[config.mk]
export PLATFORM = sky130hd
export DESIGN_NAME = scp_core
export DESIGN_NICKNAME = d
export VERILOG_FILES = /design/src/logic/scp_sync.v /design/src/logic/scp_clkdiv.v /design/src/logic/scp_core.v
export VERILOG_INCLUDE_DIRS = /design/src /design/src/logic
export SDC_FILE = /design/constraint.sdc
export NUM_CORES = 1
export LEC_CHECK = 0
export ABC_AREA = 1
export CORE_UTILIZATION = 55
export CTS_CLUSTER_SIZE = 25
export DETAILED_ROUTE_END_ITERATION = 8
export DONT_BUFFER_PORTS = 1
export GPL_TIMING_DRIVEN = 0
export PLACE_DENSITY = 0.7
export REMOVE_ABC_BUFFERS = 1
export SLEW_MARGIN = 20
export SYNTH_ARGS = -nofsm -noshare
export SYNTH_HDL_FRONTEND = slang
export SYNTH_HIERARCHICAL = 1
export SYNTH_SLANG_ARGS = --single-unit
[constraint.sdc]
create_clock -name clk -period 3.9 [get_ports clk]
set_clock_uncertainty 0.05 [all_clocks]
set_input_delay 0.39 -clock clk [delete_from_list [all_inputs] [get_ports clk]]
set_output_delay 0.39 -clock clk [all_outputs]
set_load 0.1 [all_outputs]
[src/logic/scp_defs.vh]
// Register map, field positions and reset values of the serial port
`ifndef SCP_DEFS_VH
`define SCP_DEFS_VH
// Register indices (byte address is four times the index)
`define SCP_IDX_CR1   3'h0
`define SCP_IDX_CR2   3'h1
`define SCP_IDX_RATE  3'h2
`define SCP_IDX_FLAGS 3'h3
`define SCP_IDX_RSVA  3'h4
`define SCP_IDX_DATA  3'h5
`define SCP_IDX_RSVB  3'h6
`define SCP_IDX_RSVC  3'h7
// Primary control fields
`define SCP_XFIE 7
`define SCP_EN   6
`define SCP_TXIE 5
`define SCP_ROLE 4
`define SCP_CLOCK_IDLE_POLARITY 3
`define SCP_CLOCK_SAMPLE_PHASE 2
`define SCP_SELECT_OUTPUT_ENABLE 1
`define SCP_LSB  0
// Secondary control fields
`define SCP_FLTEN 4
`define SCP_WSTOP 1
// Flag fields
`define SCP_F_DONE 7
`define SCP_F_TXE  5
`define SCP_F_MODE_FAULT_FLAG 4
// Writable masks and reset values
`define SCP_CR2_MASK  8'h12
`define SCP_RATE_MASK 8'h77
`define SCP_CR1_RST   8'h04
`define SCP_CR2_RST   8'h00
`define SCP_RATE_RST  8'h00
// Clock edges per byte
`define SCP_EDGES 5'h10
`endif

[src/logic/scp_sync.v]
// Two-stage synchroniser for asynchronous pin inputs
`default_nettype none
module scp_sync #(
    parameter W = 4
) (
    input  wire         clk,
    input  wire         sys_rst,
    input  wire [W-1:0] din,
    output reg  [W-1:0] dout
);
    reg [W-1:0] stage1;

    // First stage feeds only the second stage
    always @(posedge clk or posedge sys_rst) begin
        if (sys_rst) begin
            stage1 <= {W{1'b0}};
            dout   <= {W{1'b0}};
        end else begin
            stage1 <= din;
            dout   <= stage1;
        end
    end
endmodule // scp_sync
`default_nettype wire

[src/logic/scp_clkdiv.v]
// Serial clock half-period tick generator
`default_nettype none
module scp_clkdiv (
    input  wire       clk,
    input  wire       sys_rst,
    input  wire       run,
    input  wire [2:0] pre,
    input  wire [2:0] sel,
    output wire       tick
);
    reg  [10:0] cnt;
    wire [10:0] half;

    // Half period is (pre+1) * 2^sel bus clocks
    assign half = ({7'h00, pre} + 11'h001) << sel;
    assign tick = run & (cnt == half - 11'h001);

    // Counter restarts whenever generation is off
    always @(posedge clk or posedge sys_rst) begin
        if (sys_rst) begin
            cnt <= 11'h000;
        end else if (!run || tick) begin
            cnt <= 11'h000;
        end else begin
            cnt <= cnt + 11'h001;
        end
    end
endmodule // scp_clkdiv
`default_nettype wire

[src/logic/scp_core.v]
// Serial peripheral port with APB registers, master and slave roles
//
// Contract
// - Wait with clock-stop clear runs normally
// - Wait with clock-stop set freezes master
// - Stop mode freezes master, resumes afterwards
// - Slave keeps shifting through wait and stop
// - MOSI drives as master, samples as slave
// - MISO drives as slave, samples as master
// - Select pin output as master with secondary bit 4 and primary bit 1 set, input slave
// - Master drives SCK; slave follows SCK
// - Reserved bits and slots read zero
// - Flag register ignores all writes
// - Primary control readable and writable always
// - Bit 7 enables done and fault interrupt
// - Bit 6 enables port; clear idles, resets flags
// - Bit 5 enables transmit-empty interrupt
// - Bit 4 selects role; change forces idle
// - Bit 3 sets clock idle level
// - Bit 2 picks odd or even sample edges
// - Master format changes abort transfer
// - Bit 0 selects low bit first
// - Select pin use per role and enables
// - Secondary bit 1 is wait clock stop
// - Secondary bit 4 enables fault detection
//
// Implementation choice: the APB slave port.
`default_nettype none
`include "scp_defs.vh"
module scp_core (
    input  wire        clk,
    input  wire        sys_rst,
    input  wire        psel,
    input  wire        penable,
    input  wire        pwrite,
    input  wire [4:0]  paddr,
    input  wire [31:0] pwdata,
    output reg  [31:0] prdata,
    output reg         pready,
    input  wire        waitMode,
    input  wire        stopMode,
    input  wire        sckIn,
    input  wire        ssIn,
    input  wire        mosiIn,
    input  wire        misoIn,
    output reg         sckOut,
    output reg         sckOe,
    output reg         ssOut,
    output reg         select_output_enable,
    output reg         mosiOut,
    output reg         mosiOe,
    output reg         misoOut,
    output reg         misoOe,
    output reg         irq
);
    // Software state
    reg  [7:0]  cr1;
    reg  [7:0]  cr2;
    reg  [7:0]  rate;
    reg  [7:0]  txBuf;
    reg         txFull;
    reg  [7:0]  rxData;
    reg         doneFlag;
    reg         modfFlag;
    // Engine state
    reg         active;
    reg  [4:0]  edgeCnt;
    reg  [7:0]  sh;
    reg         sckLvl;
    reg         dataOut;
    reg         sckPrev;
    reg         activeLate;
    // Synchronised pins
    wire [3:0]  pinSync;
    wire        sckS;
    wire        ssS;
    wire        mosiS;
    wire        misoS;
    // Bus decode
    wire        acc;
    wire        wrEn;
    wire        rdEn;
    wire [2:0]  idx;
    wire        wCr1;
    wire        wCr2;
    wire        wRate;
    wire        wData;
    wire        rData;
    reg  [7:0]  rdMux;
    // Control decode
    wire        en;
    wire        master;
    wire        clock_idle_polarity;
    wire        clock_sample_phase;
    wire        lsb;
    wire        frozen;
    wire        modfEvt;
    wire        roleChg;
    wire        fmtChg;
    wire        cr2Chg;
    wire        rateChg;
    wire        desel;
    wire        abort;
    wire        tick;
    wire        sckEdge;
    wire        ev;
    wire [4:0]  nEdge;
    wire        smp;
    wire        last;
    wire        inBit;
    wire        head;
    wire        loadHead;
    wire [7:0]  shifted;
    wire        startReq;

    // Pins cross into the bus clock through two flops
    scp_sync #(
        .W (4)
    ) uSync (
        .clk     (clk),
        .sys_rst (sys_rst),
        .din     ({sckIn, ssIn, mosiIn, misoIn}),
        .dout    (pinSync)
    );
    assign sckS  = pinSync[3];
    assign ssS   = pinSync[2];
    assign mosiS = pinSync[1];
    assign misoS = pinSync[0];

    // APB decode; answer comes in the second access cycle
    assign acc   = psel & penable;
    assign wrEn  = acc & pready & pwrite;
    assign rdEn  = acc & pready & ~pwrite;
    assign idx   = paddr[4:2];
    assign wCr1  = wrEn & (idx == `SCP_IDX_CR1);
    assign wCr2  = wrEn & (idx == `SCP_IDX_CR2);
    assign wRate = wrEn & (idx == `SCP_IDX_RATE);
    assign wData = wrEn & (idx == `SCP_IDX_DATA);
    assign rData = rdEn & (idx == `SCP_IDX_DATA);

    // Control fields
    assign en     = cr1[`SCP_EN];
    assign master = cr1[`SCP_ROLE];
    assign clock_idle_polarity   = cr1[`SCP_CLOCK_IDLE_POLARITY];
    assign clock_sample_phase   = cr1[`SCP_CLOCK_SAMPLE_PHASE];
    assign lsb    = cr1[`SCP_LSB];

    // Master clock halts in stop, and in wait when clock-stop is set
    assign frozen = master & (stopMode | (waitMode & cr2[`SCP_WSTOP]));

    // Select low while used as fault input drops master
    assign modfEvt = en & master & cr2[`SCP_FLTEN] & ~cr1[`SCP_SELECT_OUTPUT_ENABLE] & ~ssS;

    // Configuration changes that end a transfer
    assign roleChg = wCr1 & (pwdata[`SCP_ROLE] != master);
    assign fmtChg  = wCr1 & (pwdata[3:0] != cr1[3:0]);
    assign cr2Chg  = wCr2 & (pwdata[`SCP_FLTEN] != cr2[`SCP_FLTEN]);
    assign rateChg = wRate & ((pwdata[7:0] & `SCP_RATE_MASK) != rate);
    assign desel   = ~master & ssS & active;
    assign abort   = ~en | roleChg | modfEvt | desel
                   | (master & (fmtChg | cr2Chg | rateChg));

    // Master bit clock, gated while frozen
    scp_clkdiv uDiv (
        .clk     (clk),
        .sys_rst (sys_rst),
        .run     (en & master & active & ~frozen),
        .pre     (rate[6:4]),
        .sel     (rate[2:0]),
        .tick    (tick)
    );

    // Edge source: own divider as master, pin clock as slave
    assign sckEdge = sckS ^ sckPrev;
    assign ev      = active & ~abort & (master ? tick : (sckEdge & ~ssS));
    assign nEdge   = edgeCnt + 5'h01;
    assign smp     = clock_sample_phase ? ~nEdge[0] : nEdge[0];
    assign last    = (nEdge == `SCP_EDGES);

    // Receive pin depends on role
    assign inBit   = master ? misoS : mosiS;
    assign head    = lsb ? sh[0] : sh[7];
    assign loadHead = lsb ? txBuf[0] : txBuf[7];
    assign shifted = lsb ? {inBit, sh[7:1]} : {sh[6:0], inBit};

    // Master starts on a queued byte, slave on select low
    assign startReq = en & ~active & ~abort & (master ? (txFull & ~frozen) : ~ssS);

    // Register read multiplexer
    always @* begin
        case (idx)
            `SCP_IDX_CR1:   rdMux = cr1;
            `SCP_IDX_CR2:   rdMux = cr2;
            `SCP_IDX_RATE:  rdMux = rate;
            `SCP_IDX_FLAGS: rdMux = {doneFlag, 1'b0, ~txFull, modfFlag, 4'h0};
            `SCP_IDX_DATA:  rdMux = rxData;
            default:        rdMux = 8'h00;
        endcase
    end

    // APB answer and read data
    always @(posedge clk or posedge sys_rst) begin
        if (sys_rst) begin
            pready <= 1'b0;
            prdata <= 32'h00000000;
        end else begin
            pready <= acc & ~pready;
            if (acc && !pready) begin
                prdata <= {24'h000000, rdMux};
            end
        end
    end

    // Control registers; flag slot has no write path
    always @(posedge clk or posedge sys_rst) begin
        if (sys_rst) begin
            cr1  <= `SCP_CR1_RST;
            cr2  <= `SCP_CR2_RST;
            rate <= `SCP_RATE_RST;
        end else begin
            if (wCr1) begin
                cr1 <= pwdata[7:0];
            end
            if (wCr2) begin
                cr2 <= pwdata[7:0] & `SCP_CR2_MASK;
            end
            if (wRate) begin
                rate <= pwdata[7:0] & `SCP_RATE_MASK;
            end
            if (modfEvt) begin
                cr1[`SCP_ROLE] <= 1'b0;
            end
        end
    end

    // Status flags; hardware set wins over software clear
    always @(posedge clk or posedge sys_rst) begin
        if (sys_rst) begin
            doneFlag <= 1'b0;
            modfFlag <= 1'b0;
        end else if (!en) begin
            doneFlag <= 1'b0;
            modfFlag <= 1'b0;
        end else begin
            if (ev && last) begin
                doneFlag <= 1'b1;
            end else if (rData) begin
                doneFlag <= 1'b0;
            end
            if (modfEvt) begin
                modfFlag <= 1'b1;
            end else if (wCr1) begin
                modfFlag <= 1'b0;
            end
        end
    end

    // Transmit buffer; a write while full is dropped
    always @(posedge clk or posedge sys_rst) begin
        if (sys_rst) begin
            txBuf  <= 8'h00;
            txFull <= 1'b0;
        end else if (!en) begin
            txFull <= 1'b0;
        end else if (startReq) begin
            txFull <= 1'b0;
        end else if (wData && !txFull) begin
            txBuf  <= pwdata[7:0];
            txFull <= 1'b1;
        end
    end

    // Shift engine shared by both roles
    always @(posedge clk or posedge sys_rst) begin
        if (sys_rst) begin
            active  <= 1'b0;
            edgeCnt <= 5'h00;
            sh      <= 8'h00;
            sckLvl  <= 1'b0;
            dataOut <= 1'b0;
            rxData  <= 8'h00;
            sckPrev <= 1'b0;
        end else begin
            sckPrev <= sckS;
            if (abort) begin
                active  <= 1'b0;
                edgeCnt <= 5'h00;
                sckLvl  <= clock_idle_polarity;
            end else if (startReq) begin
                active  <= 1'b1;
                edgeCnt <= 5'h00;
                sh      <= txBuf;
                dataOut <= loadHead;
                sckLvl  <= clock_idle_polarity;
            end else if (ev) begin
                edgeCnt <= nEdge;
                if (master) begin
                    sckLvl <= ~sckLvl;
                end
                if (smp) begin
                    sh <= shifted;
                end else begin
                    dataOut <= head;
                end
                if (last) begin
                    active  <= 1'b0;
                    edgeCnt <= 5'h00;
                    rxData  <= smp ? shifted : sh;
                end
            end else if (!active) begin
                sckLvl <= clock_idle_polarity;
            end
        end
    end

    // Registered pin drivers and interrupt request
    always @(posedge clk or posedge sys_rst) begin
        if (sys_rst) begin
            sckOut  <= 1'b0;
            sckOe   <= 1'b0;
            ssOut   <= 1'b1;
            activeLate <= 1'b0;
            select_output_enable    <= 1'b0;
            mosiOut <= 1'b0;
            mosiOe  <= 1'b0;
            misoOut <= 1'b0;
            misoOe  <= 1'b0;
            irq     <= 1'b0;
        end else begin
            sckOut  <= (master & active) ? sckLvl : clock_idle_polarity;
            sckOe   <= en & master;
            mosiOut <= dataOut;
            mosiOe  <= en & master;
            misoOut <= dataOut;
            misoOe  <= en & ~master & ~ssS;
            // Select stays low one clock past the last clock edge
            activeLate <= active;
            ssOut   <= ~(active | activeLate);
            select_output_enable    <= en & master & cr2[`SCP_FLTEN] & cr1[`SCP_SELECT_OUTPUT_ENABLE];
            irq     <= (cr1[`SCP_XFIE] & (doneFlag | modfFlag))
                     | (cr1[`SCP_TXIE] & ~txFull);
        end
    end
endmodule // scp_core
`default_nettype wire

# ---- Word level (Yosys, flattened, before mapping)
# Cells that the tools add are included.
dict set report op_classes {
  n_eq_ne 16
  n_addsub 4
  reduce_logical 18
  bitwise 64
  shift 1
  muxes 40
}
# op n
set op_table {}
lappend op_table {{one-hot mux 8 bit (5 select lines)} 1}
lappend op_table {{bitwise AND 1 bit} 39}
lappend op_table {{2-to-1 mux 8 bit} 4}
lappend op_table {{2-to-1 mux 1 bit} 29}
lappend op_table {{2-to-1 mux 5 bit} 5}
lappend op_table {{NOT 1 bit} 14}
lappend op_table {{adder 11 x 1 -> 11 bit, second input constant} 1}
lappend op_table {{equality test 11 bit} 1}
lappend op_table {{2-to-1 mux 11 bit} 1}
lappend op_table {{<< shifter 11 x 3 -> 11 bit} 1}
lappend op_table {{subtractor 11 x 1 -> 11 bit, second input constant} 1}
lappend op_table {{OR 1 bit} 10}
lappend op_table {{inequality test 3 x 1 -> 1 bit, second input constant} 3}
lappend op_table {{equality test 3 x 2 -> 1 bit, second input constant} 2}
lappend op_table {{inequality test 6 bit} 1}
lappend op_table {{AND reduction 2 bit} 3}
lappend op_table {{AND reduction 3 bit} 2}
lappend op_table {{nonzero test 3 bit} 2}
lappend op_table {{adder 5 x 1 -> 5 bit, second input constant} 1}
lappend op_table {{equality test 5 bit, second input constant} 1}
lappend op_table {{adder 3 x 1 -> 4 bit, second input constant} 1}
lappend op_table {{inequality test 4 x 1 -> 1 bit, second input constant} 1}
lappend op_table {{inequality test 4 x 3 -> 1 bit, second input constant} 1}
lappend op_table {{inequality test 4 bit} 1}
lappend op_table {{other kinds (11)} 17}
dict set report totals {
  word_cells 171
  register_bits 88
  out_inout_bits 42
}

# ---- Longest topological paths before layout
# Gate-level depths: netlist of the first run.
dict set report logic_depth {
  ltp_word 15
  depth_mapped 24
  ltp_nobuf 24
}

# ---- Cells and area by module
# Netlist of the first run, hierarchy kept.
# mod n_inst area_per_inst_um2 cells_per_inst
set by_module_without_submodules {}
lappend by_module_without_submodules {scp_core 1 3821.2 483}
lappend by_module_without_submodules {scp_clkdiv 1 1293.7 208}
lappend by_module_without_submodules {scp_sync 1 203.9 9}

# ---- Worst setup path after synthesis of the first run
# No wires, ideal clock.
dict set report synth_path {
  path_type {register to register}
  start {reg rate[4]}
  end {reg rxData[3]}
  required_ns 3.776
  setup_time_ns 0.074
  path_buffers 1
  arrival_time_ns 3.101
  setup_slack_ns 0.675
  stages_incl_launch_ff 21
  path_cell_list {dfrtp_1 -> ha_1 -> o21ai_1 -> nor2_1 -> nand2_1 -> ha_1 -> xnor2_1 -> a21oi_1 -> nand3_1 -> nor2_1 -> nand2_1 -> nor2_2 -> nand3_2 -> nor2_1 -> inv_1 -> o21ai_0 -> nand3_4 -> nor2_4 -> buf_6 -> nand2_1 -> o21ai_2}
}
# element line_no
set synth_lines {}
lappend synth_lines {{start: declaration} scp_core.v:59} ;# reg [7:0] rate;
lappend synth_lines {{start signal: assignment} scp_core.v:219} ;# rate <= `SCP_RATE_RST;
lappend synth_lines {{start signal: assignment} scp_core.v:228} ;# rate <= pwdata[7:0] & `SCP_RATE_MASK;
lappend synth_lines {{adder 3 x 1 -> 4 bit} scp_clkdiv.v:15} ;# assign half = ({7'h00, pre} + 11'h001) << sel;
lappend synth_lines {{<< shifter 11 x 3 -> 11 bit} scp_clkdiv.v:15}
lappend synth_lines {{subtractor 11 x 1 -> 11 bit} scp_clkdiv.v:16} ;# assign tick = run & (cnt == half - 11'h001);
lappend synth_lines {{equality test 11 bit} scp_clkdiv.v:16}
lappend synth_lines {{bitwise AND 1 bit} scp_clkdiv.v:16}
lappend synth_lines {{via tick} scp_core.v:104} ;# wire tick;
lappend synth_lines {{2-to-1 mux 1 bit} scp_core.v:175} ;# assign ev = active & ~abort & (master ? tick : (sckEdge & ~ssS));
lappend synth_lines {{bitwise AND 1 bit} scp_core.v:175}
lappend synth_lines {{AND reduction 4 bit (no source line)} --}
lappend synth_lines {{end signal: assignment} scp_core.v:308} ;# rxData <= smp ? shifted : sh;
lappend synth_lines {{end: declaration} scp_core.v:62} ;# reg [7:0] rxData;
# The timed path passes the listed nets, and every way through them passes these cells.
# A chain may end at the register's enable or synchronous reset.

# ---- Final worst setup path of the first run
dict set report layout_path {
  start {reg rate[4]}
  end {reg rxData[2]}
}
# The elaborated chain is that of the path after synthesis.

==> metrics.csv, run 1 <==
stage,metric,value,unit
yosys,synth_compound_area_frac,0.116,
yosys,synthMuxAreaShare,0.00188,
routing,routed_wl,11.5,mm
finish,final_common_cell,nand2_1,
yosys,synth_simple_gate_area_frac,0.311,
yosys,synth-main-ff-cell,dfrtp_1,
yosys,ys_ff_latch,88,
power,ir_drop,360,µV
finish,stdcell_area,5530,µm²
routing,wl_per_cell,13.9,µm
critical_path,ff2ff_path_depth,21,
finish,fin_nets,750,
global_routing,grt-ovfl-total,0,
routing,drc_errors,0,
critical_path,critPathLaunchType,flip-flop,
place,hpwl,8.78,mm
place,placed_area,5290,µm²
floorplan,io_pins,90,
global_routing,grtUsageTotal,0.249,
yosys,synth-seq-area-share,0.414,
critical_path,required,4.11,ns
floorplan,rows,35,
critical_path,r2r_end,rxData[2]$_DFFE_PP0P_,
critical_path,rrSetupSlack,0.35,ns
worst_hold_path,hold_end,cr1[5]$_DFFE_PP0P_,
timing,fin_tns_setup,0,ns
global_routing,antenna_found_initial,0,
yosys,synth-async-reset-ratio,1.00,
cts,cts_max_path_buffers,2,
yosys,synth_adder_area_share,0.00941,
yosys,synth_edf_count,0,
global_routing,grt_pass1_vias,4113,
global_routing,grt_max_degree,49,
cts,cts-buffers-inserted,9,
timing,period_share,0.911,
critical_path,crit_arrival,3.76,ns
cts,clk_latency,0.36,ns
floorplan,chipHeight,100,µm
global_routing,grt_pass1_wl,19.3,mm
yosys,synth_cell_types,47,
yosys,synth_top_cell_area_share,0.405,
routing,firstDrtPassIters,5,
timing,maxSlewHeadroom,0.359,
cts,ctsHtreeMaxLevel,3,
cts,cts_sinks,88,
routing,vias_per_cell,5.17,
timing,hold_violations,0,
worst_hold_path,min_path_cells,2,
finish,syn_to_final_growth,3.93,%
timing,finalSetupViolCount,0,
critical_path,crit_fanout,14,
finish,antenna_cells,0,
routing,vias,4298,
finish,fill_cells,887,
floorplan,fp.coreArea,9280,µm²
yosys,mappedNetlistArea,5320,µm²
yosys,synth-xor-area-share,0.0296,
finish,drive_gt1_frac,0.128,
yosys,yosys_warnings,6,
cts,cts_tree,built,
power,power.leakage,2.80,nW
cts,clkTransAtPathRegs,0.09,ns
floorplan,initial_core_util,0.573,
yosys,syn_inst,700,
timing,tightest_slew,0.964,ns
finish,most-common-layout-cells,"nand2_1 (226), dfrtp_1 (84), inv_1 (63)",
yosys,synth_top_area_cell,dfrtp_1,
routing,ant_nets,0,
yosys,synth_area_leaders,"dfrtp_1 (40%), nand2_1 (16%), inv_1 (4.5%)",
floorplan,dieWidth,100,µm
timing,max_freq,0.281,GHz
power,power_density,489,nW/µm²
critical_path,r2r_start,rate[4]$_DFFE_PP0P_,
timing,finalMaxSlewViolations,0,
cts,root_buffer,clkbuf_8,
status,status,completed,
place,gp_congestion,0.837,
place,io_buffer_count,0,
yosys,syn_area_per_cell,7.60,µm²
worst_hold_path,min_path_type,input port to flip-flop,
yosys,synth_top_family_by_area,simple AND/OR/NAND/NOR gates,
worst_hold_path,hp-start,pwdata[5],
timing,min_period,3.55,ns
critical_path,crit_type,flip-flop to flip-flop,
flow_run,drv_cap,0,
timing,rsz0062_at_grt,false,
routing,drtIter0Drc,209,
floorplan,design.die.area,10100,µm²
critical_path,cp-end-kind,flip-flop,
==> worst max-delay path by stage <==
stage                                   start               endpoint  cells after the start
after detailed placement  rate[4]$_DFFE_PP0P_  rxData[2]$_DFFE_PP0P_                     20
after global placement    rate[4]$_DFFE_PP0P_  rxData[2]$_DFFE_PP0P_                     20
after floorplan           rate[4]$_DFFE_PP0P_  rxData[2]$_DFFE_PP0P_                     20
after global routing      rate[4]$_DFFE_PP0P_  rxData[1]$_DFFE_PP0P_                     21
final                     rate[4]$_DFFE_PP0P_  rxData[2]$_DFFE_PP0P_                     21
after CTS                 rate[4]$_DFFE_PP0P_  rxData[2]$_DFFE_PP0P_                     20
==> per-stage QoR <==
stage | power [mW] | hold slack, ns | setup WS (ns) | cells | util
final | 2.70 | 0.0964 | 0.347 | 832 | 0.595
after CTS | 2.71 | 0.0893 | 0.168 | 831 | 0.592
after global placement | 2.14 | 0.176 | 0.0564 | 809 | 0.566
after floorplan | 2.00 | 0.156 | 0.603 | 680 | -
after global routing | 2.88 | 0.0976 | 0.0531 | 832 | 0.595
after detailed placement | 2.16 | 0.192 | 0.00803 | 810 | 0.570
==> layout make-up <==
cell class | count | area (µm²) | share of cell area
flip-flops and latches | 88 | 2210 | 0.399
multi-input cells | 510 | 2590 | 0.469
well taps | 129 | 161 | 0.0292
inverters | 82 | 310 | 0.0561
repair buffers | 7 | 97.6 | 0.0177
clock buffers | 13 | 139 | 0.0251
clock inverters | 3 | 20.0 | 0.00362
==> worst max-delay path, cell delays in order (launching register included) <==
cell	delay, ns
dfrtp_1	0.49
ha_1	0.39
o21ai_1	0.09
nor2_1	0.18
nand2_1	0.10
ha_1	0.33
xnor2_1	0.14
a21oi_1	0.13
nand3_1	0.09
nor2_1	0.11
nand2_1	0.07
nor2_2	0.13
nand3_2	0.09
nor2_1	0.10
inv_1	0.06
o21ai_2	0.25
nand3_4	0.17
nor2_4	0.17
buf_12	0.15
inv_2	0.06
nand2_1	0.06
nand2_1	0.04
==> per-layer routing <==
metal,vias to the layer above,GRT usage,wire length [µm]
li1,2174,-,-
met1,2017,0.313,5050
met2,87,0.423,5800
met3,20,0.0404,447
met4,0,0.109,234
met5,-,0,0
==> registers in the layout, summed over array words and instances, names as in the netlist, 2 cells and up <==
register / flops
edgeCnt: 5
rate: 6
prdata: 8
rxData: 8
cr1: 8
sh: 8
txBuf: 8
uSync/stage1: 4
uSync/dout: 4
cr2: 2
uDiv/cnt: 11
==> report_power, final <==
part           internal, mW  switching, mW
Clock                 0.232          0.313
Sequential             1.02          0.326
Combinational         0.239          0.570
==> Yosys cell counts (2+ instances only) <==
master	number
nor3_1	4
nand3_4	2
o22ai_1	4
inv_1	64
inv_2	17
o211ai_1	9
o21ai_0	38
o21ai_2	9
o21ai_1	19
buf_2	6
nor2_2	15
buf_6	6
dfstp_2	2
dfrtp_1	86
ha_1	4
nand2_2	7
nand4_1	8
nand3b_1	3
nand2_1	226
buf_4	26
nand3_1	42
nand2_4	4
nor2_1	36
clkbuf_1	5
nand3_2	6
xor2_1	11
nor2_4	5
xnor2_1	7
a21oi_1	11
==> kinds of logic after synthesis <==
| group | Yosys count |
|---|---|
| AND/OR/NAND/NOR | 361 |
| buffers and inverters | 125 |
| AO/OA/AOI/OAI | 102 |
| flip-flops | 88 |
| XOR/XNOR | 18 |
| adder cells (fa/ha/maj) | 4 |
| other | 1 |
| multiplexers | 1 |
==> repair_timing <==
item / 4_1_cts / 5_1_grt
hold endpoints to repair: 43 / 0
setup endpoints to repair: 5 / 10
pin swaps: 0 / 1
resized for setup: 1 / 1
hold buffers: 5 / 0
buffers inserted: 0 / 1
Note: power is estimated with default switching activity, not from simulation.
==> run 2, diff against run 1 <==
--- a/config.mk
+++ b/config.mk
@@ -12,7 +12,7 @@
 export DETAILED_ROUTE_END_ITERATION = 8
 export DONT_BUFFER_PORTS = 1
 export GPL_TIMING_DRIVEN = 0
-export PLACE_DENSITY = 0.7
+export PLACE_DENSITY = 0.69
 export REMOVE_ABC_BUFFERS = 1
 export SLEW_MARGIN = 20
 export SYNTH_ARGS = -nofsm -noshare
==> metrics.csv, run 2 (same netlist as run 1, synthesis figures left out) <==
stage,metric,value,unit,change
routing,vias_per_cell,5.17,,about the same
global_routing,grt_pass1_vias,4010,,was 4113
routing,firstDrtPassIters,5,,unchanged
finish,top_register,uDiv/cnt,,unchanged
critical_path,cp-end-kind,flip-flop,,unchanged
cts,clkTransAtPathRegs,0.09,ns,about the same
finish,final_common_cell,nand2_1,,unchanged
timing,rsz0062_at_grt,false,,unchanged
critical_path,crit_type,flip-flop to flip-flop,,unchanged
timing,min_period,3.54,ns,was 3.55 ns
critical_path,crit_fanout,10,,was 14
critical_path,cpPeakStageDelay,0.50,ns,was 0.49 ns
finish,drive_gt1_frac,0.135,,was 0.128
routing,wl_per_cell,13.9,µm,about the same
cts,clk_latency,0.36,ns,about the same
timing,finalMaxSlewViolations,0,,unchanged
power,power_density,506,nW/µm²,was 489 nW/µm²
cts,cts_max_path_buffers,2,,unchanged
finish,fin_nets,751,,was 750
timing,hold_violations,0,,unchanged
flow_run,drv_cap,0,,unchanged
finish,syn_to_final_growth,5.06,%,was 3.93%
timing,period_share,0.906,,was 0.911
global_routing,grt_pass1_wl,19.4,mm,was 19.3 mm
floorplan,initial_core_util,0.573,,unchanged
cts,root_buffer,clkbuf_8,,unchanged
floorplan,io_pins,90,,unchanged
floorplan,rows,35,,unchanged
place,gp_congestion,0.857,,was 0.837
cts,cts-buffers-inserted,9,,unchanged
finish,antenna_cells,0,,unchanged
global_routing,grt-ovfl-total,0,,unchanged
place,hpwl,8.79,mm,was 8.78 mm
cts,cts_tree,built,,unchanged
status,status,completed,,unchanged
global_routing,antenna_found_initial,0,,unchanged
critical_path,required,4.14,ns,was 4.11 ns
floorplan,design.die.area,10100,µm²,unchanged
place,io_buffer_count,0,,unchanged
global_routing,grt_max_degree,58,,was 49
finish,fill_cells,855,,was 887
worst_hold_path,min_path_type,input port to flip-flop,,unchanged
place,placed_area,5290,µm²,unchanged
timing,max_freq,0.283,GHz,was 0.281 GHz
power,power.leakage,2.84,nW,was 2.80 nW
cts,ctsHtreeMaxLevel,3,,unchanged
routing,vias,4303,,was 4298
routing,drc_errors,0,,unchanged
cts,cts_sinks,88,,unchanged
power,ir_drop,456,µV,was 360 µV
finish,stdcell_area,5590,µm²,was 5530 µm²
critical_path,crit_slowest_cell,dfrtp_1,,unchanged
critical_path,worstPathCellList,"ha_1, o21ai_1, nor2_1, nand2_1, ha_1, xnor2_1, a21oi_1, nand3_1, nor2_1, nand2_1, nor2_2, nand3_2, nor2_1, inv_1, o21ai_2, nand3_4, nor2_4, buf_12, nand2_1, o21ai_1",,"was ha_1, o21ai_1, nor2_1, nand2_1, ha_1, xnor2_1, a21oi_1, nand3_1, nor2_1, nand2_1, nor2_2, nand3_2, nor2_1, inv_1, o21ai_2, nand3_4, nor2_4, buf_12, inv_2, nand2_1, nand2_1"
floorplan,dieWidth,100,µm,unchanged
finish,largest_register_ffs,11,,unchanged
timing,setup_ws,0.365,ns,was 0.347 ns
power,finalPower,2.83,mW,was 2.70 mW
routing,drtIter0Drc,218,,was 209
timing,tightest_slew,0.956,ns,was 0.964 ns
place,place_ws,-0.0400,ns,was 0.00803 ns
place,dp.cells,810,,unchanged
routing,ant_nets,0,,unchanged
floorplan,fp.coreArea,9280,µm²,unchanged
finish,most-common-layout-cells,"nand2_1 (226), dfrtp_1 (84), inv_1 (63)",,unchanged
finish,fin_cells,833,,was 832
floorplan,chipHeight,100,µm,unchanged
timing,maxSlewHeadroom,0.365,,was 0.359
routing,routed_wl,11.6,mm,was 11.5 mm
critical_path,crit_arrival,3.78,ns,was 3.76 ns
global_routing,grtUsageTotal,0.249,,about the same
timing,finalSetupViolCount,0,,unchanged
critical_path,critPathLaunchType,flip-flop,,unchanged
[run 2: changes by cell type in the layout (fill, tap and decap cells not counted), sizes merged]
cell      delta
clkinv       +1
inv          +3
clkinvlp     -2
buf          +1
clkbuf       -3
bufinv       +1
[run 2: final cells by class]
cell class                      count  area, µm²  share of cell area
Timing Repair Buffer                8        105              0.0188
Tap cell                          129        161              0.0289
Multi-Input combinational cell    510       2590               0.464
Clock inverter                      6       73.8              0.0132
Clock buffer                       10        138              0.0246
Sequential cell                    88       2210               0.395
Inverter                           82        310              0.0555
[run 2: worst max-delay path, delay by kind of cell, from the launching register on]
family	cells	cell delay [ns]
AND/OR/NAND/NOR	11	1.33
adder cells (fa/ha/maj)	2	0.71
XOR/XNOR	1	0.13
buffers and inverters	2	0.22
flip-flops	1	0.50
AO/OA/AOI/OAI	4	0.54
[run 2: per-stage QoR]
step | TNS (ns) | utilization | hold slack, ns
after floorplan | 0 | - | 0.156
after global placement | 0 | 0.566 | 0.177
after detailed placement | -0.154 | 0.570 | 0.146
after CTS | 0 | 0.598 | 0.0823
after global routing | 0 | 0.602 | 0.0913
final | 0 | 0.602 | 0.0989
[run 2: power by group]
group | total (mW) | switching, mW | leakage [nW] | internal (mW)
Sequential | 1.35 | 0.324 | 1.10 | 1.02
Clock | 0.672 | 0.349 | 0.108 | 0.323
Combinational | 0.810 | 0.571 | 1.63 | 0.239
[run 2: path summary, 6_finish.rpt]
check / startpoint / endpoint / slack (ns) / cells past startpoint
setup / recovery: rate[4]$_DFFE_PP0P_ / rxData[5]$_DFFE_PP0P_ / 0.36 / 20
hold / removal: pwdata[1] / rate[1]$_DFFE_PP0P_ / 0.1 / 2
setup reg to reg: rate[4]$_DFFE_PP0P_ / rxData[5]$_DFFE_PP0P_ / 0.36 / 20
hold reg to reg: activeLate$_DFF_PP0_ / ssOut$_DFF_PP1_ / 0.31 / 1
max in group asynchronous: sys_rst / cr1[2]$_DFFE_PP1P_ / 2.83 / 3
min in group asynchronous: sys_rst / edgeCnt[2]$_DFFE_PP0P_ / 0.40 / 2
[run 2: per-layer routing]
metal,vias to the layer above,wire length (µm),GRT usage
met2,81,5900,0.438
met4,0,149,0.0736
li1,2181,-,-
met5,-,0,0
met1,2026,5180,0.315
met3,15,373,0.0404
[run 2: timing repair]
| item | CTS | global route |
|---|---|---|
| gates cloned | 0 | 0 |
| endpoints found under the hold margin | 35 | 0 |
| buffers inserted | 0 | 2 |
| setup endpoints to repair | 5 | 11 |
| gates resized for setup | 1 | 1 |
| hold buffers | 5 | 0 |
| pin swaps | 0 | 1 |
==> run 3, diff against run 2 <==
--- a/config.mk
+++ b/config.mk
@@ -7,13 +7,16 @@
 export NUM_CORES = 1
 export LEC_CHECK = 0
 export ABC_AREA = 1
-export CORE_UTILIZATION = 55
+export CELL_PAD_IN_SITES_DETAIL_PLACEMENT = 1
+export CELL_PAD_IN_SITES_GLOBAL_PLACEMENT = 1
+export CORE_UTILIZATION = 47
 export CTS_CLUSTER_SIZE = 25
 export DETAILED_ROUTE_END_ITERATION = 8
 export DONT_BUFFER_PORTS = 1
 export GPL_TIMING_DRIVEN = 0
-export PLACE_DENSITY = 0.69
+export PLACE_DENSITY = 0.79
 export REMOVE_ABC_BUFFERS = 1
+export SETUP_SLACK_MARGIN = 0.3
 export SLEW_MARGIN = 20
 export SYNTH_ARGS = -nofsm -noshare
 export SYNTH_HDL_FRONTEND = slang
==> metrics.csv, run 3 (same netlist as run 1, synthesis figures left out) <==
stage,metric,value,unit,change
finish,fin_nets,753,,was 751
global_routing,grt_max_degree,47,,was 58
critical_path,crit_arrival,3.64,ns,was 3.78 ns
timing,maxSlewHeadroom,0.375,,was 0.365
finish,top_register,uDiv/cnt,,unchanged
flow_run,drv_cap,0,,unchanged
cts,root_buffer,clkbuf_16,,was clkbuf_8
critical_path,rrSetupSlack,0.48,ns,was 0.36 ns
timing,finalSetupViolCount,0,,unchanged
floorplan,dieWidth,108,µm,was 100 µm
critical_path,ff2ff_path_depth,20,,unchanged
critical_path,worstPathCellList,"ha_1, o21ai_2, nor2_2, nand2_1, ha_2, xnor2_1, a21oi_1, nand3_1, nor2_1, nand2_1, nor2_2, nand3_2, nor2_1, inv_1, o21ai_4, nand3_4, nor2_4, buf_12, nand2_1, o21ai_1",,"was ha_1, o21ai_1, nor2_1, nand2_1, ha_1, xnor2_1, a21oi_1, nand3_1, nor2_1, nand2_1, nor2_2, nand3_2, nor2_1, inv_1, o21ai_2, nand3_4, nor2_4, buf_12, nand2_1, o21ai_1"
global_routing,grt-ovfl-total,0,,unchanged
worst_hold_path,min_path_type,input port to flip-flop,,unchanged
cts,clkTransAtPathRegs,0.06,ns,was 0.09 ns
power,power.share.switching,0.413,,was 0.440
floorplan,fp.coreArea,10900,µm²,was 9280 µm²
power,power_density,541,nW/µm²,was 506 nW/µm²
finish,most-common-layout-cells,"nand2_1 (226), dfrtp_1 (82), inv_1 (63)",,"was nand2_1 (226), dfrtp_1 (84), inv_1 (63)"
power,internal-power,1.82,mW,was 1.58 mW
critical_path,crit_top_cell,nand2_1,,
power,combPwrFrac,0.277,,was 0.286
timing,max_freq,0.293,GHz,was 0.283 GHz
routing,routed_wl,14.2,mm,was 11.6 mm
worst_hold_path,hold_end,uSync/stage1[3]$_DFF_PP0_,,was rate[1]$_DFFE_PP0P_
finish,fill_cells,1375,,was 855
timing,rsz0062_at_grt,false,,unchanged
routing,vias_per_cell,5.32,,was 5.17
floorplan,design.die.area,11700,µm²,was 10100 µm²
floorplan,rows,38,,was 35
floorplan,chipHeight,108,µm,was 100 µm
finish,syn_to_final_growth,7.72,%,was 5.06%
power,ir_drop,373,µV,was 456 µV
critical_path,cp-end-kind,flip-flop,,unchanged
timing,finalMaxSlewViolations,0,,unchanged
place,placed_area,5300,µm²,was 5290 µm²
cts,cts_tree,built,,unchanged
place,io_buffer_count,0,,unchanged
finish,stdcell_area,5730,µm²,was 5590 µm²
power,power_switching,1.28,mW,was 1.24 mW
place,place_ws,-0.159,ns,was -0.0400 ns
cts,cts_sinks,88,,unchanged
floorplan,io_pins,90,,unchanged
critical_path,crit_fanout,9,,was 10
cts,ctsHtreeMaxLevel,3,,unchanged
routing,vias,4502,,was 4303
power,power.leakage,2.90,nW,was 2.84 nW
critical_path,critical_path_buf_inv_count,2,,unchanged
critical_path,crit_family,simple AND/OR/NAND/NOR gates,,unchanged
place,hpwl,10.7,mm,was 8.79 mm
routing,wl_per_cell,16.8,µm,was 13.9 µm
critical_path,required,4.12,ns,was 4.14 ns
finish,drive_gt1_frac,0.152,,was 0.135
global_routing,antenna_found_initial,0,,unchanged
worst_hold_path,min_path_cells,0,,was 2
global_routing,grtUsageTotal,0.267,,was 0.249
timing,setup_ws,0.485,ns,was 0.365 ns
timing,hold_violations,0,,unchanged
worst_hold_path,hp-start,sckIn,,was pwdata[1]
timing,tightest_slew,0.940,ns,was 0.956 ns
place,gp_congestion,0.846,,was 0.857
power,clkPwrFrac,0.287,,was 0.237
finish,largest_register_ffs,11,,unchanged
routing,ant_nets,0,,unchanged
critical_path,crit_slowest_cell,dfrtp_2,,was dfrtp_1
timing,fin_tns_setup,0,ns,unchanged
timing,period_share,0.876,,was 0.906
power,finalPower,3.10,mW,was 2.83 mW
routing,drtIter0Drc,214,,was 218
global_routing,grt_pass1_wl,23.6,mm,was 19.4 mm
timing,min_period,3.42,ns,was 3.54 ns
status,status,completed,,unchanged
floorplan,initial_core_util,0.486,,was 0.573
critical_path,r2r_end,rxData[4]$_DFFE_PP0P_,,was rxData[5]$_DFFE_PP0P_
global_routing,grt_pass1_vias,4772,,was 4010
critical_path,cp.depth,20,,unchanged
critical_path,crit_type,flip-flop to flip-flop,,unchanged
critical_path,cpPeakStageDelay,0.45,ns,was 0.50 ns
cts,cts_max_path_buffers,2,,unchanged
critical_path,r2r_start,rate[4]$_DFFE_PP0P_,,unchanged
cts,cts-buffers-inserted,9,,unchanged
critical_path,critPathLaunchType,flip-flop,,unchanged
routing,drc_errors,0,,unchanged
routing,firstDrtPassIters,4,,was 5
power,power_frac_seq,0.436,,was 0.476
finish,antenna_cells,0,,unchanged
cts,clk_latency,0.34,ns,was 0.36 ns
finish,final_common_cell,nand2_1,,unchanged
==> run 3: cell count changes in the layout (fill, tap and decap cells not counted), sizes merged <==
| cell | before | now |
|---|---|---|
| buf | 3 | 9 |
| clkbuf | 10 | 13 |
| inv | 84 | 81 |
| dlygate4sd3 | 5 | 1 |
==> run 3: layout make-up <==
type                       count  area [µm²]  area share
inverter                      82         310      0.0542
multi-input combinational    510        2610       0.456
clock inverter                 3        40.0     0.00699
tap                          140         175      0.0306
sequential                    88        2210       0.386
clock buffer                  13         270      0.0472
timing repair buffer          10         110      0.0192
==> run 3: worst max path at each step <==
stage	end	startpoint	slack, ns
5_1_grt	rxData[6]$_DFFE_PP0P_	rate[4]$_DFFE_PP0P_	0.26
4_1_cts	rxData[4]$_DFFE_PP0P_	rate[4]$_DFFE_PP0P_	0.35
3_5_place_dp	rxData[7]$_DFFE_PP0P_	rate[4]$_DFFE_PP0P_	-0.16
6_report	rxData[4]$_DFFE_PP0P_	rate[4]$_DFFE_PP0P_	0.48
3_3_place_gp	rxData[2]$_DFFE_PP0P_	rate[4]$_DFFE_PP0P_	-0.05
2_1_floorplan	rxData[2]$_DFFE_PP0P_	rate[4]$_DFFE_PP0P_	0.60
==> run 3: metrics by stage <==
step | instances | util | hold WS (ns)
2_1_floorplan | 680 | - | 0.156
5_1_grt | 846 | 0.524 | 0.00808
3_5_place_dp | 821 | 0.485 | 0.199
6_report | 846 | 0.524 | 0.0258
4_1_cts | 841 | 0.519 | 0.0137
3_3_place_gp | 820 | 0.482 | 0.180
==> run 3: layer usage <==
layer | track usage | vias to the layer above | share of wire
met5 | 0 | - | 0
met4 | 0.0965 | 0 | 0.021
met3 | 0.0627 | 23 | 0.036
met2 | 0.481 | 73 | 0.53
met1 | 0.307 | 2211 | 0.42
li1 | - | 2195 | -
==> run 3: power by group through the flow <==
stage                     combinational [mW]  clock [mW]  sequential [mW]
after global placement                 0.793           0             1.36
after floorplan                        0.667           0             1.33
after CTS                              0.846       0.914             1.35
after detailed placement               0.836           0             1.37
final                                  0.858       0.891             1.35
after global routing                   0.968       0.950             1.37
==> run 3: timing repair <==
action	in CTS	in global routing
buffers inserted	3	5
hold endpoints to repair	41	0
pin swaps	1	1
hold buffers	1	0
endpoints found under the setup margin	25	31
gates resized for setup	5	5
